**config.mk**
```make
export PLATFORM = sky130hd
export DESIGN_NAME = tpec_top
export DESIGN_NICKNAME = d
export VERILOG_FILES = /design/src/inc/tpec_pkg.sv /design/src/hdl/tpec_top.sv
export VERILOG_INCLUDE_DIRS = /design/src /design/src/inc
export SDC_FILE = /design/constraint.sdc
export NUM_CORES = 2
export LEC_CHECK = 0
export BUFFER_PORTS_ARGS = -buffer_cell sky130_fd_sc_hd__buf_2
export CELL_PAD_IN_SITES_DETAIL_PLACEMENT = 0
export CELL_PAD_IN_SITES_GLOBAL_PLACEMENT = 2
export CORE_MARGIN = 2
export CORE_UTILIZATION = 44
export DETAILED_ROUTE_END_ITERATION = 10
export PLACE_DENSITY_LB_ADDON = 0.25
export SYNTH_ARGS = -nofsm -noshare
export SYNTH_HDL_FRONTEND = slang
export SYNTH_SLANG_ARGS = --single-unit
export TNS_END_PERCENT = 50
```
**constraint.sdc**
```tcl
create_clock -name REF_CLK -period 2.7 [get_ports REF_CLK]
set_clock_uncertainty 0.15 [all_clocks]
set_input_delay 0 -clock REF_CLK [delete_from_list [all_inputs] [get_ports REF_CLK]]
set_output_delay 0 -clock REF_CLK [all_outputs]
set_load 0.02 [all_outputs]
```
**src/inc/tpec_map.svh**
```systemverilog
// register offsets, bit positions, reset values and timing counts
`ifndef TPEC_MAP_SVH
`define TPEC_MAP_SVH

// register byte offsets and program window codes
`define TPEC_OFF_CTRL0 8'h00
`define TPEC_OFF_CTRL1 8'h04
`define TPEC_OFF_STAT0 8'h08
`define TPEC_OFF_STAT1 8'h0c
`define TPEC_OFF_ERRCLR 8'h10
`define TPEC_OFF_PROG0 2'h1
`define TPEC_OFF_PROG1 2'h2

// control bit positions, same in both task words
`define TPEC_BIT_AUTO 1
`define TPEC_BIT_START 2
`define TPEC_BIT_SINGLE 3
`define TPEC_BIT_FBE 4
`define TPEC_BIT_PAUSE 5
`define TPEC_BIT_AUXRST 6

// reset values
`define TPEC_RST_CTRL 32'h0000_0000
`define TPEC_RST_AUX 10'h000

// auxiliary code ranges
`define TPEC_AUX_HOLD_MAX 10'd499
`define TPEC_AUX_MAX 10'd999

// timing
`define TPEC_CLK_PERIOD_NS 5
`define TPEC_PROC_PERIOD_NS 1000
`define TPEC_PROC_DIV (`TPEC_PROC_PERIOD_NS / `TPEC_CLK_PERIOD_NS)
`define TPEC_DECEL_TICKS 8'h08

// bus answers
`define TPEC_RESP_OKAY 2'h0
`define TPEC_RESP_SLVERR 2'h2

`endif

```
**src/inc/tpec_pkg.sv**
```systemverilog
// types shared by the program execution controller
`default_nettype none
package tpec_pkg;

    // sampled control bits of one task word
    typedef struct packed {
        logic auxrst;
        logic pause;
        logic fbe;
        logic single;
        logic start;
        logic auto_m;
    } tpec_ctl_t;

    // one stored program block, low 24 bits of a word
    typedef struct packed {
        logic [7:0] dur;
        logic [2:0] rsv;
        logic last;
        logic pass;
        logic has_aux;
        logic [9:0] aux;
    } tpec_blk_t;

    // status word of one task
    typedef struct packed {
        logic [5:0] rsv_hi;
        logic [9:0] aux;
        logic [3:0] rsv_mid;
        logic [3:0] blk;
        logic [2:0] rsv_lo;
        logic done;
        logic err;
        logic aux_wait;
        logic strobe;
        logic run;
    } tpec_stat_t;

    typedef enum logic [2:0] {
        ST_IDLE,
        ST_BEGIN,
        ST_EXEC,
        ST_AUXWAIT,
        ST_DECEL
    } tpec_state_t;

endpackage : tpec_pkg
`default_nettype wire

```
**src/hdl/tpec_top.sv**
```systemverilog
// two-task stored program execution controller with an AXI4-Lite slave
//
// Notes on behaviour
// - cycle start rise starts program from the top or resumes interrupted block
// - each block beginning samples cycle start: high continues, low stops
// - block after a pass block runs even with start low, then program stops
// - after an error is cleared, cycle start continues the program
// - task 2 has identical control bits in its own word
// - single block set: each cycle start runs one block then pauses
// - single block sampled at start rise and at each block beginning
// - single cleared plus cycle start resumes continuously at next block
// - single during pass finishes next block positioning before pausing
// - forced end rise aborts block, decelerates; restart at next block
// - forced end during aux wait clears code and strobe, then stops
// - forced end held high blocks cycle start
// - forced end wins over pause when both rise together
// - pause rise interrupts block, decelerates; restart same block
// - pause held high blocks cycle start
// - aux code 0 to 499 holds block waiting for aux reset
// - aux reset rise clears code and strobe; fall resumes execution
// - aux reset already high suppresses block's aux code output
// - codes 500 to 999 never hold; aux reset rise clears them any mode
// - mode bit high is automatic, low manual; only automatic runs
`timescale 1ns/1ps
`default_nettype none
`include "tpec_map.svh"

module tpec_top (
    // clock and reset
    input wire logic REF_CLK,
    input wire logic ARST_N,
    // axi4-lite write address
    input wire logic S_AXI_AWVALID,
    output logic S_AXI_AWREADY,
    input wire logic [7:0] S_AXI_AWADDR,
    input wire logic [2:0] S_AXI_AWPROT,
    // axi4-lite write data
    input wire logic S_AXI_WVALID,
    output logic S_AXI_WREADY,
    input wire logic [31:0] S_AXI_WDATA,
    input wire logic [3:0] S_AXI_WSTRB,
    // axi4-lite write response
    output logic S_AXI_BVALID,
    input wire logic S_AXI_BREADY,
    output logic [1:0] S_AXI_BRESP,
    // axi4-lite read address
    input wire logic S_AXI_ARVALID,
    output logic S_AXI_ARREADY,
    input wire logic [7:0] S_AXI_ARADDR,
    input wire logic [2:0] S_AXI_ARPROT,
    // axi4-lite read data
    output logic S_AXI_RVALID,
    input wire logic S_AXI_RREADY,
    output logic [31:0] S_AXI_RDATA,
    output logic [1:0] S_AXI_RRESP,
    // per-task status to the motion side
    output logic [1:0] TASK_RUN,
    output logic [1:0] AXIS_MOVE,
    output logic [1:0] AXIS_DECEL,
    output logic [1:0] AUX_STROBE
);
    import tpec_pkg::*;

    localparam logic [7:0] PROC_DIV = 8'(`TPEC_PROC_DIV);

    // byte-lane merge of a write into a stored word
    function automatic logic [31:0] merge(input logic [31:0] old,
                                          input logic [31:0] dat,
                                          input logic [3:0] stb);
        logic [31:0] res;
        res = old;
        for (int i = 0; i < 4; i++) begin
            if (stb[i]) begin
                res[8*i +: 8] = dat[8*i +: 8];
            end
        end
        return res;
    endfunction : merge

    // control bits of a host word, same positions for both tasks
    function automatic tpec_ctl_t ctl_of(input logic [31:0] w);
        tpec_ctl_t c;
        c.auto_m = w[`TPEC_BIT_AUTO];
        c.start = w[`TPEC_BIT_START];
        c.single = w[`TPEC_BIT_SINGLE];
        c.fbe = w[`TPEC_BIT_FBE];
        c.pause = w[`TPEC_BIT_PAUSE];
        c.auxrst = w[`TPEC_BIT_AUXRST];
        return c;
    endfunction : ctl_of

    // bus state
    logic aw_have_reg, w_have_reg, bvalid_reg, awready_reg, wready_reg;
    logic arready_reg, rvalid_reg;
    logic [7:0] awaddr_reg;
    logic [31:0] wdata_reg, rdata_reg;
    logic [3:0] wstrb_reg;
    logic [1:0] bresp_reg, rresp_reg;

    // host words, program store and per-task state
    logic [31:0] ctrl_reg [2];
    logic [31:0] prog_mem [32];
    tpec_state_t st_reg [2], st_next [2];
    tpec_ctl_t old_reg [2], old_next [2];
    logic [3:0] blk_reg [2], blk_next [2];
    logic [7:0] timer_reg [2], timer_next [2];
    logic [9:0] aux_reg [2], aux_next [2];
    logic [1:0] strobe_reg, strobe_next, err_reg, err_next;
    logic [1:0] single_reg, single_next, stop_reg, stop_next;
    logic [1:0] pass_reg, pass_next, done_reg, done_next;
    logic [7:0] div_reg;
    logic tick_reg;

    // write and read decode
    wire wr_go = aw_have_reg & w_have_reg & ~bvalid_reg;
    wire [1:0] wr_win = awaddr_reg[7:6];
    wire wr_ctrl0 = awaddr_reg == `TPEC_OFF_CTRL0;
    wire wr_ctrl1 = awaddr_reg == `TPEC_OFF_CTRL1;
    wire wr_errc = awaddr_reg == `TPEC_OFF_ERRCLR;
    wire wr_prog = wr_win == `TPEC_OFF_PROG0 || wr_win == `TPEC_OFF_PROG1;
    wire wr_stat = awaddr_reg == `TPEC_OFF_STAT0 ||
        awaddr_reg == `TPEC_OFF_STAT1;
    wire wr_hit = wr_ctrl0 | wr_ctrl1 | wr_errc | wr_prog | wr_stat;
    wire [4:0] wr_idx = {wr_win == `TPEC_OFF_PROG1, awaddr_reg[5:2]};
    wire [1:0] err_clr = (wr_go & wr_errc) ?
        (wdata_reg[1:0] & {2{wstrb_reg[0]}}) : 2'h0;
    wire ar_take = S_AXI_ARVALID & arready_reg;
    wire [1:0] rd_win = S_AXI_ARADDR[7:6];
    wire rd_prog = rd_win == `TPEC_OFF_PROG0 || rd_win == `TPEC_OFF_PROG1;
    wire [4:0] rd_idx = {rd_win == `TPEC_OFF_PROG1, S_AXI_ARADDR[5:2]};
    tpec_stat_t stat_w [2];
    logic [31:0] rd_data;
    logic rd_hit;

    // status words show each task's own state
    for (genvar g = 0; g < 2; g++) begin : g_stat
        assign stat_w[g] = '{rsv_hi: 6'h00, aux: aux_reg[g],
            rsv_mid: 4'h0, blk: blk_reg[g], rsv_lo: 3'h0,
            done: done_reg[g], err: err_reg[g],
            aux_wait: st_reg[g] == ST_AUXWAIT,
            strobe: strobe_reg[g], run: st_reg[g] != ST_IDLE};
    end

    // read mux
    assign rd_hit = rd_prog || S_AXI_ARADDR == `TPEC_OFF_CTRL0 ||
        S_AXI_ARADDR == `TPEC_OFF_CTRL1 ||
        S_AXI_ARADDR == `TPEC_OFF_STAT0 ||
        S_AXI_ARADDR == `TPEC_OFF_STAT1 ||
        S_AXI_ARADDR == `TPEC_OFF_ERRCLR;
    assign rd_data = rd_prog ? {8'h00, prog_mem[rd_idx][23:0]} :
        S_AXI_ARADDR == `TPEC_OFF_CTRL0 ? ctrl_reg[0] :
        S_AXI_ARADDR == `TPEC_OFF_CTRL1 ? ctrl_reg[1] :
        S_AXI_ARADDR == `TPEC_OFF_STAT0 ? 32'(stat_w[0]) :
        S_AXI_ARADDR == `TPEC_OFF_STAT1 ? 32'(stat_w[1]) :
        S_AXI_ARADDR == `TPEC_OFF_ERRCLR ? {30'h0, err_reg} : 32'h0;

    // processing cycle enable
    always_ff @(posedge REF_CLK or negedge ARST_N) begin
        if (!ARST_N) begin
            div_reg <= 8'h00;
            tick_reg <= 1'b0;
        end else begin
            tick_reg <= div_reg == PROC_DIV - 8'h01;
            div_reg <= (div_reg == PROC_DIV - 8'h01) ? 8'h00 :
                div_reg + 8'h01;
        end
    end

    // write channel: address and data taken in either order
    always_ff @(posedge REF_CLK or negedge ARST_N) begin
        if (!ARST_N) begin
            aw_have_reg <= 1'b0;
            w_have_reg <= 1'b0;
            awready_reg <= 1'b1;
            wready_reg <= 1'b1;
            bvalid_reg <= 1'b0;
            bresp_reg <= `TPEC_RESP_OKAY;
            awaddr_reg <= 8'h00;
            wdata_reg <= 32'h0;
            wstrb_reg <= 4'h0;
        end else begin
            if (S_AXI_AWVALID && awready_reg) begin
                aw_have_reg <= 1'b1;
                awready_reg <= 1'b0;
                awaddr_reg <= S_AXI_AWADDR;
            end
            if (S_AXI_WVALID && wready_reg) begin
                w_have_reg <= 1'b1;
                wready_reg <= 1'b0;
                wdata_reg <= S_AXI_WDATA;
                wstrb_reg <= S_AXI_WSTRB;
            end
            if (wr_go) begin
                bvalid_reg <= 1'b1;
                bresp_reg <= wr_hit ? `TPEC_RESP_OKAY : `TPEC_RESP_SLVERR;
                aw_have_reg <= 1'b0;
                w_have_reg <= 1'b0;
            end
            if (bvalid_reg && S_AXI_BREADY) begin
                bvalid_reg <= 1'b0;
                awready_reg <= 1'b1;
                wready_reg <= 1'b1;
            end
        end
    end

    // host-written task words, program store in the next block
    always_ff @(posedge REF_CLK or negedge ARST_N) begin
        if (!ARST_N) begin
            ctrl_reg[0] <= `TPEC_RST_CTRL;
            ctrl_reg[1] <= `TPEC_RST_CTRL;
        end else if (wr_go) begin
            if (wr_ctrl0) ctrl_reg[0] <= merge(ctrl_reg[0], wdata_reg,
                wstrb_reg);
            if (wr_ctrl1) ctrl_reg[1] <= merge(ctrl_reg[1], wdata_reg,
                wstrb_reg);
        end
    end

    // program memory holds no reset
    always_ff @(posedge REF_CLK) begin
        if (wr_go && wr_prog) begin
            prog_mem[wr_idx] <= merge(prog_mem[wr_idx], wdata_reg,
                wstrb_reg);
        end
    end

    // read channel
    always_ff @(posedge REF_CLK or negedge ARST_N) begin
        if (!ARST_N) begin
            arready_reg <= 1'b1;
            rvalid_reg <= 1'b0;
            rdata_reg <= 32'h0;
            rresp_reg <= `TPEC_RESP_OKAY;
        end else if (ar_take) begin
            arready_reg <= 1'b0;
            rvalid_reg <= 1'b1;
            rdata_reg <= rd_data;
            rresp_reg <= rd_hit ? `TPEC_RESP_OKAY : `TPEC_RESP_SLVERR;
        end else if (rvalid_reg && S_AXI_RREADY) begin
            rvalid_reg <= 1'b0;
            arready_reg <= 1'b1;
        end
    end

    // per-task sequencer, both tasks share one description
    always_comb begin
        tpec_ctl_t c, r, f;
        tpec_blk_t e;
        logic run, fin;
        c = '0;
        r = '0;
        f = '0;
        e = '0;
        run = 1'b0;
        fin = 1'b0;
        strobe_next = strobe_reg;
        single_next = single_reg;
        stop_next = stop_reg;
        pass_next = pass_reg;
        done_next = done_reg;
        err_next = err_reg & ~err_clr;
        for (int t = 0; t < 2; t++) begin
            st_next[t] = st_reg[t];
            old_next[t] = old_reg[t];
            blk_next[t] = blk_reg[t];
            timer_next[t] = timer_reg[t];
            aux_next[t] = aux_reg[t];
            fin = 1'b0;
            c = ctl_of(ctrl_reg[t]);
            r = c & ~old_reg[t];
            f = ~c & old_reg[t];
            e = tpec_blk_t'(prog_mem[{t[0], blk_reg[t]}][23:0]);
            run = st_reg[t] == ST_BEGIN || st_reg[t] == ST_EXEC ||
                st_reg[t] == ST_AUXWAIT;
            if (tick_reg) begin
                old_next[t] = c;
                // upper codes clear on reset rise in either mode
                if (r.auxrst && strobe_reg[t] &&
                    aux_reg[t] > `TPEC_AUX_HOLD_MAX) begin
                    aux_next[t] = `TPEC_RST_AUX;
                    strobe_next[t] = 1'b0;
                end
                if (run && !c.auto_m) begin
                    st_next[t] = ST_DECEL;
                    timer_next[t] = `TPEC_DECEL_TICKS;
                end else if (run && r.fbe) begin
                    if (st_reg[t] == ST_AUXWAIT) begin
                        aux_next[t] = `TPEC_RST_AUX;
                        strobe_next[t] = 1'b0;
                    end
                    done_next[t] = e.last;
                    blk_next[t] = e.last ? 4'h0 : blk_reg[t] + 4'h1;
                    st_next[t] = ST_DECEL;
                    timer_next[t] = `TPEC_DECEL_TICKS;
                end else if (run && r.pause) begin
                    st_next[t] = ST_DECEL;
                    timer_next[t] = `TPEC_DECEL_TICKS;
                end else begin
                    case (st_reg[t])
                        ST_IDLE: begin
                            if (c.auto_m && r.start && !c.fbe &&
                                !c.pause && !err_reg[t]) begin
                                single_next[t] = c.single;
                                stop_next[t] = 1'b0;
                                pass_next[t] = 1'b0;
                                done_next[t] = 1'b0;
                                if (done_reg[t]) blk_next[t] = 4'h0;
                                st_next[t] = ST_BEGIN;
                            end
                        end
                        ST_BEGIN: begin
                            if (!c.start && !pass_reg[t]) begin
                                st_next[t] = ST_IDLE;
                            end else begin
                                stop_next[t] = !c.start;
                                single_next[t] = c.single;
                                pass_next[t] = e.pass;
                                timer_next[t] = e.dur;
                                st_next[t] = ST_EXEC;
                            end
                        end
                        ST_EXEC: begin
                            if (timer_reg[t] != 8'h00) begin
                                timer_next[t] = timer_reg[t] - 8'h01;
                            end else if (!e.has_aux || c.auxrst) begin
                                fin = 1'b1;
                            end else if (e.aux > `TPEC_AUX_MAX) begin
                                err_next[t] = 1'b1;
                                st_next[t] = ST_IDLE;
                            end else begin
                                aux_next[t] = e.aux;
                                strobe_next[t] = 1'b1;
                                if (e.aux <= `TPEC_AUX_HOLD_MAX) begin
                                    st_next[t] = ST_AUXWAIT;
                                end else begin
                                    fin = 1'b1;
                                end
                            end
                        end
                        ST_AUXWAIT: begin
                            if (r.auxrst) begin
                                aux_next[t] = `TPEC_RST_AUX;
                                strobe_next[t] = 1'b0;
                            end else if (f.auxrst && !strobe_reg[t]) begin
                                fin = 1'b1;
                            end
                        end
                        ST_DECEL: begin
                            if (timer_reg[t] == 8'h00) begin
                                st_next[t] = ST_IDLE;
                            end else begin
                                timer_next[t] = timer_reg[t] - 8'h01;
                            end
                        end
                        default: st_next[t] = ST_IDLE;
                    endcase
                end
                // block complete: advance, then stop or go on
                if (fin) begin
                    done_next[t] = e.last;
                    blk_next[t] = e.last ? 4'h0 : blk_reg[t] + 4'h1;
                    if (e.last || stop_reg[t] || single_reg[t]) begin
                        st_next[t] = ST_IDLE;
                    end else begin
                        st_next[t] = ST_BEGIN;
                    end
                end
            end
        end
    end

    // per-task state registers
    always_ff @(posedge REF_CLK or negedge ARST_N) begin
        if (!ARST_N) begin
            for (int t = 0; t < 2; t++) begin
                st_reg[t] <= ST_IDLE;
                old_reg[t] <= '0;
                blk_reg[t] <= 4'h0;
                timer_reg[t] <= 8'h00;
                aux_reg[t] <= `TPEC_RST_AUX;
            end
            strobe_reg <= 2'h0;
            err_reg <= 2'h0;
            single_reg <= 2'h0;
            stop_reg <= 2'h0;
            pass_reg <= 2'h0;
            done_reg <= 2'h1;
        end else begin
            st_reg <= st_next;
            old_reg <= old_next;
            blk_reg <= blk_next;
            timer_reg <= timer_next;
            aux_reg <= aux_next;
            strobe_reg <= strobe_next;
            err_reg <= err_next;
            single_reg <= single_next;
            stop_reg <= stop_next;
            pass_reg <= pass_next;
            done_reg <= done_next;
        end
    end

    // motion-side outputs from flops
    always_ff @(posedge REF_CLK or negedge ARST_N) begin
        if (!ARST_N) begin
            TASK_RUN <= 2'h0;
            AXIS_MOVE <= 2'h0;
            AXIS_DECEL <= 2'h0;
            AUX_STROBE <= 2'h0;
        end else begin
            for (int t = 0; t < 2; t++) begin
                TASK_RUN[t] <= st_next[t] != ST_IDLE;
                AXIS_MOVE[t] <= st_next[t] == ST_EXEC;
                AXIS_DECEL[t] <= st_next[t] == ST_DECEL;
            end
            AUX_STROBE <= strobe_next;
        end
    end

    // bus outputs
    assign S_AXI_AWREADY = awready_reg;
    assign S_AXI_WREADY = wready_reg;
    assign S_AXI_BVALID = bvalid_reg;
    assign S_AXI_BRESP = bresp_reg;
    assign S_AXI_ARREADY = arready_reg;
    assign S_AXI_RVALID = rvalid_reg;
    assign S_AXI_RDATA = rdata_reg;
    assign S_AXI_RRESP = rresp_reg;

endmodule : tpec_top

`default_nettype wire

```
==> results.py <==
metrics = {
    "routing": {
        "drc": 0,
        "first_iter_violations": 3516,
        "dr.pass1.iters": 5,
        "wire_per_inst_um": 30.8,
        "totalWireLength_mm": 143,
        "ant_nets": 0,
        "viasPerCell": 6.16,
        "dr_total_vias": 28600,
    },
    "clocking": {
        "cts_buffer_depth": 3,
        "cts_tree": "done",
        "clk_latency_ns": 0.70,
        "numCtsBuffers": 105,
        "clock_sinks": 1002,
        "clk_pin_slew_ns": 0.06,
        "root_buffer": "clkbuf_16",
        "h-tree-depth": 3,
    },
    "power": {
        "ir_worst_vdd_mv": 0.588,
        "power_density_mw_per_mm2": 714,
        "power_switching_uw": 10700,
        "p_int_uw": 29600,
        "clkPwrFrac_pct": 36.3,
        "power.share.sequential_pct": 49.3,
        "swShare_pct": 26.6,
        "power_frac_comb_pct": 14.4,
        "p_leak_uw": 0.0200,
    },
    "logic_synthesis": {
        "synthMuxAreaShare_pct": 25.2,
        "synthXorXnorAreaFrac_pct": 0.133,
        "ys_top_cells_by_count": "edfxtp_1, mux4_2, dfrtp_1",
        "synth_fa_ha_area_share_pct": 0.272,
        "synth.distinct_cells": 86,
        "synth_compound_area_share_pct": 5.08,
        "ys_seq_elements": 1002,
        "synth.most_common_cell": "edfxtp_1",
        "syn_avg_cell_area_sq_um": 17.6,
        "syn-cell-area_sq_mm": 0.0460,
        "synth_top_area_share_pct": 50.1,
        "synth_ff_type": "edfxtp_1",
        "synth_cells": 2611,
        "synth_edf_count": 768,
        "synth_top_family_by_area": "multiplexers",
        "yosysTopAreaCell": "edfxtp_1",
        "synthArstFlopShare_pct": 23.4,
        "yosysWarnings": 0,
        "yosys-top-cells-area": "edfxtp_1, mux4_2, dfrtp_1",
        "synth_simple_gate_area_share_pct": 4.57,
        "yosysSeqAreaShare_pct": 62.9,
    },
    "floorplanning": {
        "coreArea_sq_mm": 0.104,
        "row_count": 118,
        "die_y_um": 327,
        "die_w_um": 327,
        "start_util_pct": 44.4,
        "die_area_sq_mm": 0.107,
        "num_io_pins": 114,
    },
    "finish": {
        "largest_reg_flops": 768,
        "final-instance-count-excl-fill": 4646,
        "syn_to_final_growth_pct": 22.7,
        "fin_nets": 3250,
        "regArea_sq_mm": 0.0289,
        "drive_above_1_share_pct": 40.8,
        "multi_input_area_sq_mm": 0.0167,
        "num_antenna_cells": 0,
        "fillers": 8222,
    },
    "global_route": {
        "antenna_found_initial": 3,
        "grt_max_degree": 76,
        "grt_pass1_wl_mm": 206,
        "grt_pass1_vias": 29200,
        "overflow": 0,
        "grt_use_total_pct": 26.9,
    },
    "worst_setup_path": {
        "path_class": "flip-flop to flip-flop",
        "worstPathMaxFanout": 13,
        "crit_family": "compound AO/OA/AOI/OAI gates",
        "crit_required_ns": 3.11,
        "end_kind": "flip-flop",
        "crit_buf_inv": 2,
        "crit_slowest_cell": "mux4_2",
        "startpoint_type": "flip-flop",
        "cp.arrival_ns": 3.57,
        "cpPeakStageDelay_ns": 0.52,
        "crit_chain": "buf_12 > mux4_2 > a22o_1 > a221oi_2 > buf_4 > nand2_2 > a21oi_2 > o21bai_1 > a211o_1 > or3_1",
    },
    "placed_design": {
        "dp.cells": 4318,
        "dpl.hpwl_mm": 99.6,
        "io_buffers": 105,
        "place.gp.congestion": 0.916,
    },
    "sta": {
        "hold_viol": 0,
        "finalCritPeriodShare_pct": 117,
        "tightest_slew_ns": 1.08,
        "setup_viol": 49,
        "relSlewSlack_pct": 28.0,
        "fin_crit_ns": 3.15,
        "max_freq_mhz": 317,
        "slew_viol_final": 0,
        "worst_hold_slack_ns": 0.0160,
        "fin_ws_ns": -0.454,
        "rsz0062_at_grt": "true",
    },
    "outcome": {
        "status": "complete, but fails checks",
        "violations": "negative setup slack",
    },
    "min_path": {
        "hold_path_class": "primary input to flip-flop",
    },
    "flow_run": {
        "cap_viol_max_count": 0,
    },
}
[per-layer routing]
layer,global-route usage (%),up-vias,wire length (um)
met3,6.01,232,11400
met1,36.8,15300,58300
met4,8.21,2,4360
li1,-,11900,-
met5,0,-,13
met2,43.2,1236,69300
[cell type report]
cell class                 count  share of cell area (%)
clock buffer                 144                    5.17
clock inverter                54                    1.01
inverter                      34                   0.226
multi-input combinational   1408                    29.6
sequential                  1002                    51.3
tap                         1380                    3.06
timing repair buffer         624                    9.65
[logic make-up (layout without fill, tap and decap cells)]
logic type,Yosys count,in the layout
AO/OA/AOI/OAI,334,334
XOR/XNOR,7,7
adder cells (fa/ha/maj),10,10
buffers and inverters,202,856
flip-flops,1002,1002
multiplexers,600,600
other,1,2
AND/OR/NAND/NOR,455,455
[stage by stage]
step	area [sq um]	total power (uW)	worst slack [ns]	util [%]	setup TNS [ns]
floorplan	46100	22900	-0.0936	-	-0.718
detailed placement	51100	25800	-0.534	49.3	-19.46
global route	56400	41600	-0.583	54.5	-17.03
global placement	51100	25600	-0.479	49.3	-17.01
CTS	56200	40500	-0.384	54.2	-13.30
finish	56400	40300	-0.454	54.5	-12.31
[cells in the final DEF, fill, tap and decap left out, drive strengths merged, types with 6 or more instances in the layout]
cell and count:
and3 9, ha 10, mux4 428, and2 14, mux2 135, nor3 18, clkbuf 144, a221o 7
nand4 8, clkinvlp 7, clkinv 36, a21oi 39, a211oi 11, dfrtp 230, o31ai 8, inv 35
a22o 25, a21o 13, nand2 144, o21ai 105, bufinv 10, nor2b 23, mux2i 37, a22oi 48
nand3 15, or3 7, nor3b 10, dlygate4sd3 105, nor4b 6, o21a 6, edfxtp 768, a221oi 18
nand2b 14, buf 519, nor2 164
[what timing repair did]
item / in CTS / in global routing
buffers inserted: 19 / 7
gates resized for setup: 103 / 47
hold buffers: 104 / 2
pin swaps: 51 / 17
cloned: 1 / 1
hold endpoints to repair: 314 / 2
endpoints found under the setup margin: 60 / 85
[worst paths after layout]
| check | from | endpoint | slack (ns) | depth (start not counted) |
|---|---|---|---|---|
| min in group asynchronous | ARST_N | blk_reg[0] | 0.31 | 3 |
| max reg2reg | blk_reg[0] | TASK_RUN[1] | -0.45 | 10 |
| min | S_AXI_ARADDR[5] | S_AXI_RDATA[24] | 0.02 | 7 |
| max | blk_reg[0] | TASK_RUN[1] | -0.45 | 10 |
| max in group asynchronous | ARST_N | S_AXI_ARREADY | 1.15 | 4 |
| min reg2reg | S_AXI_RDATA[15] | S_AXI_RDATA[15] | 0.32 | 1 |
[worst min-delay path, stage by stage]
cell	delay [ns]
buf_2	0.11
or4b_2	0.18
or2_2	0.17
nor2_1	0.07
buf_12	0.15
nand2_1	0.05
o21ai_0	0.06
[power by group through the flow]
| stage | registers, uW | clock network (uW) | logic, uW |
|---|---|---|---|
| 2_1_floorplan | 21000 | 0 | 1870 |
| 3_3_place_gp | 20100 | 0 | 5460 |
| 3_5_place_dp | 20100 | 0 | 5670 |
| 4_1_cts | 19800 | 14900 | 5820 |
| 5_1_grt | 19900 | 15500 | 6210 |
| 6_report | 19900 | 14600 | 5790 |
(Power assumes the default switching activity.)
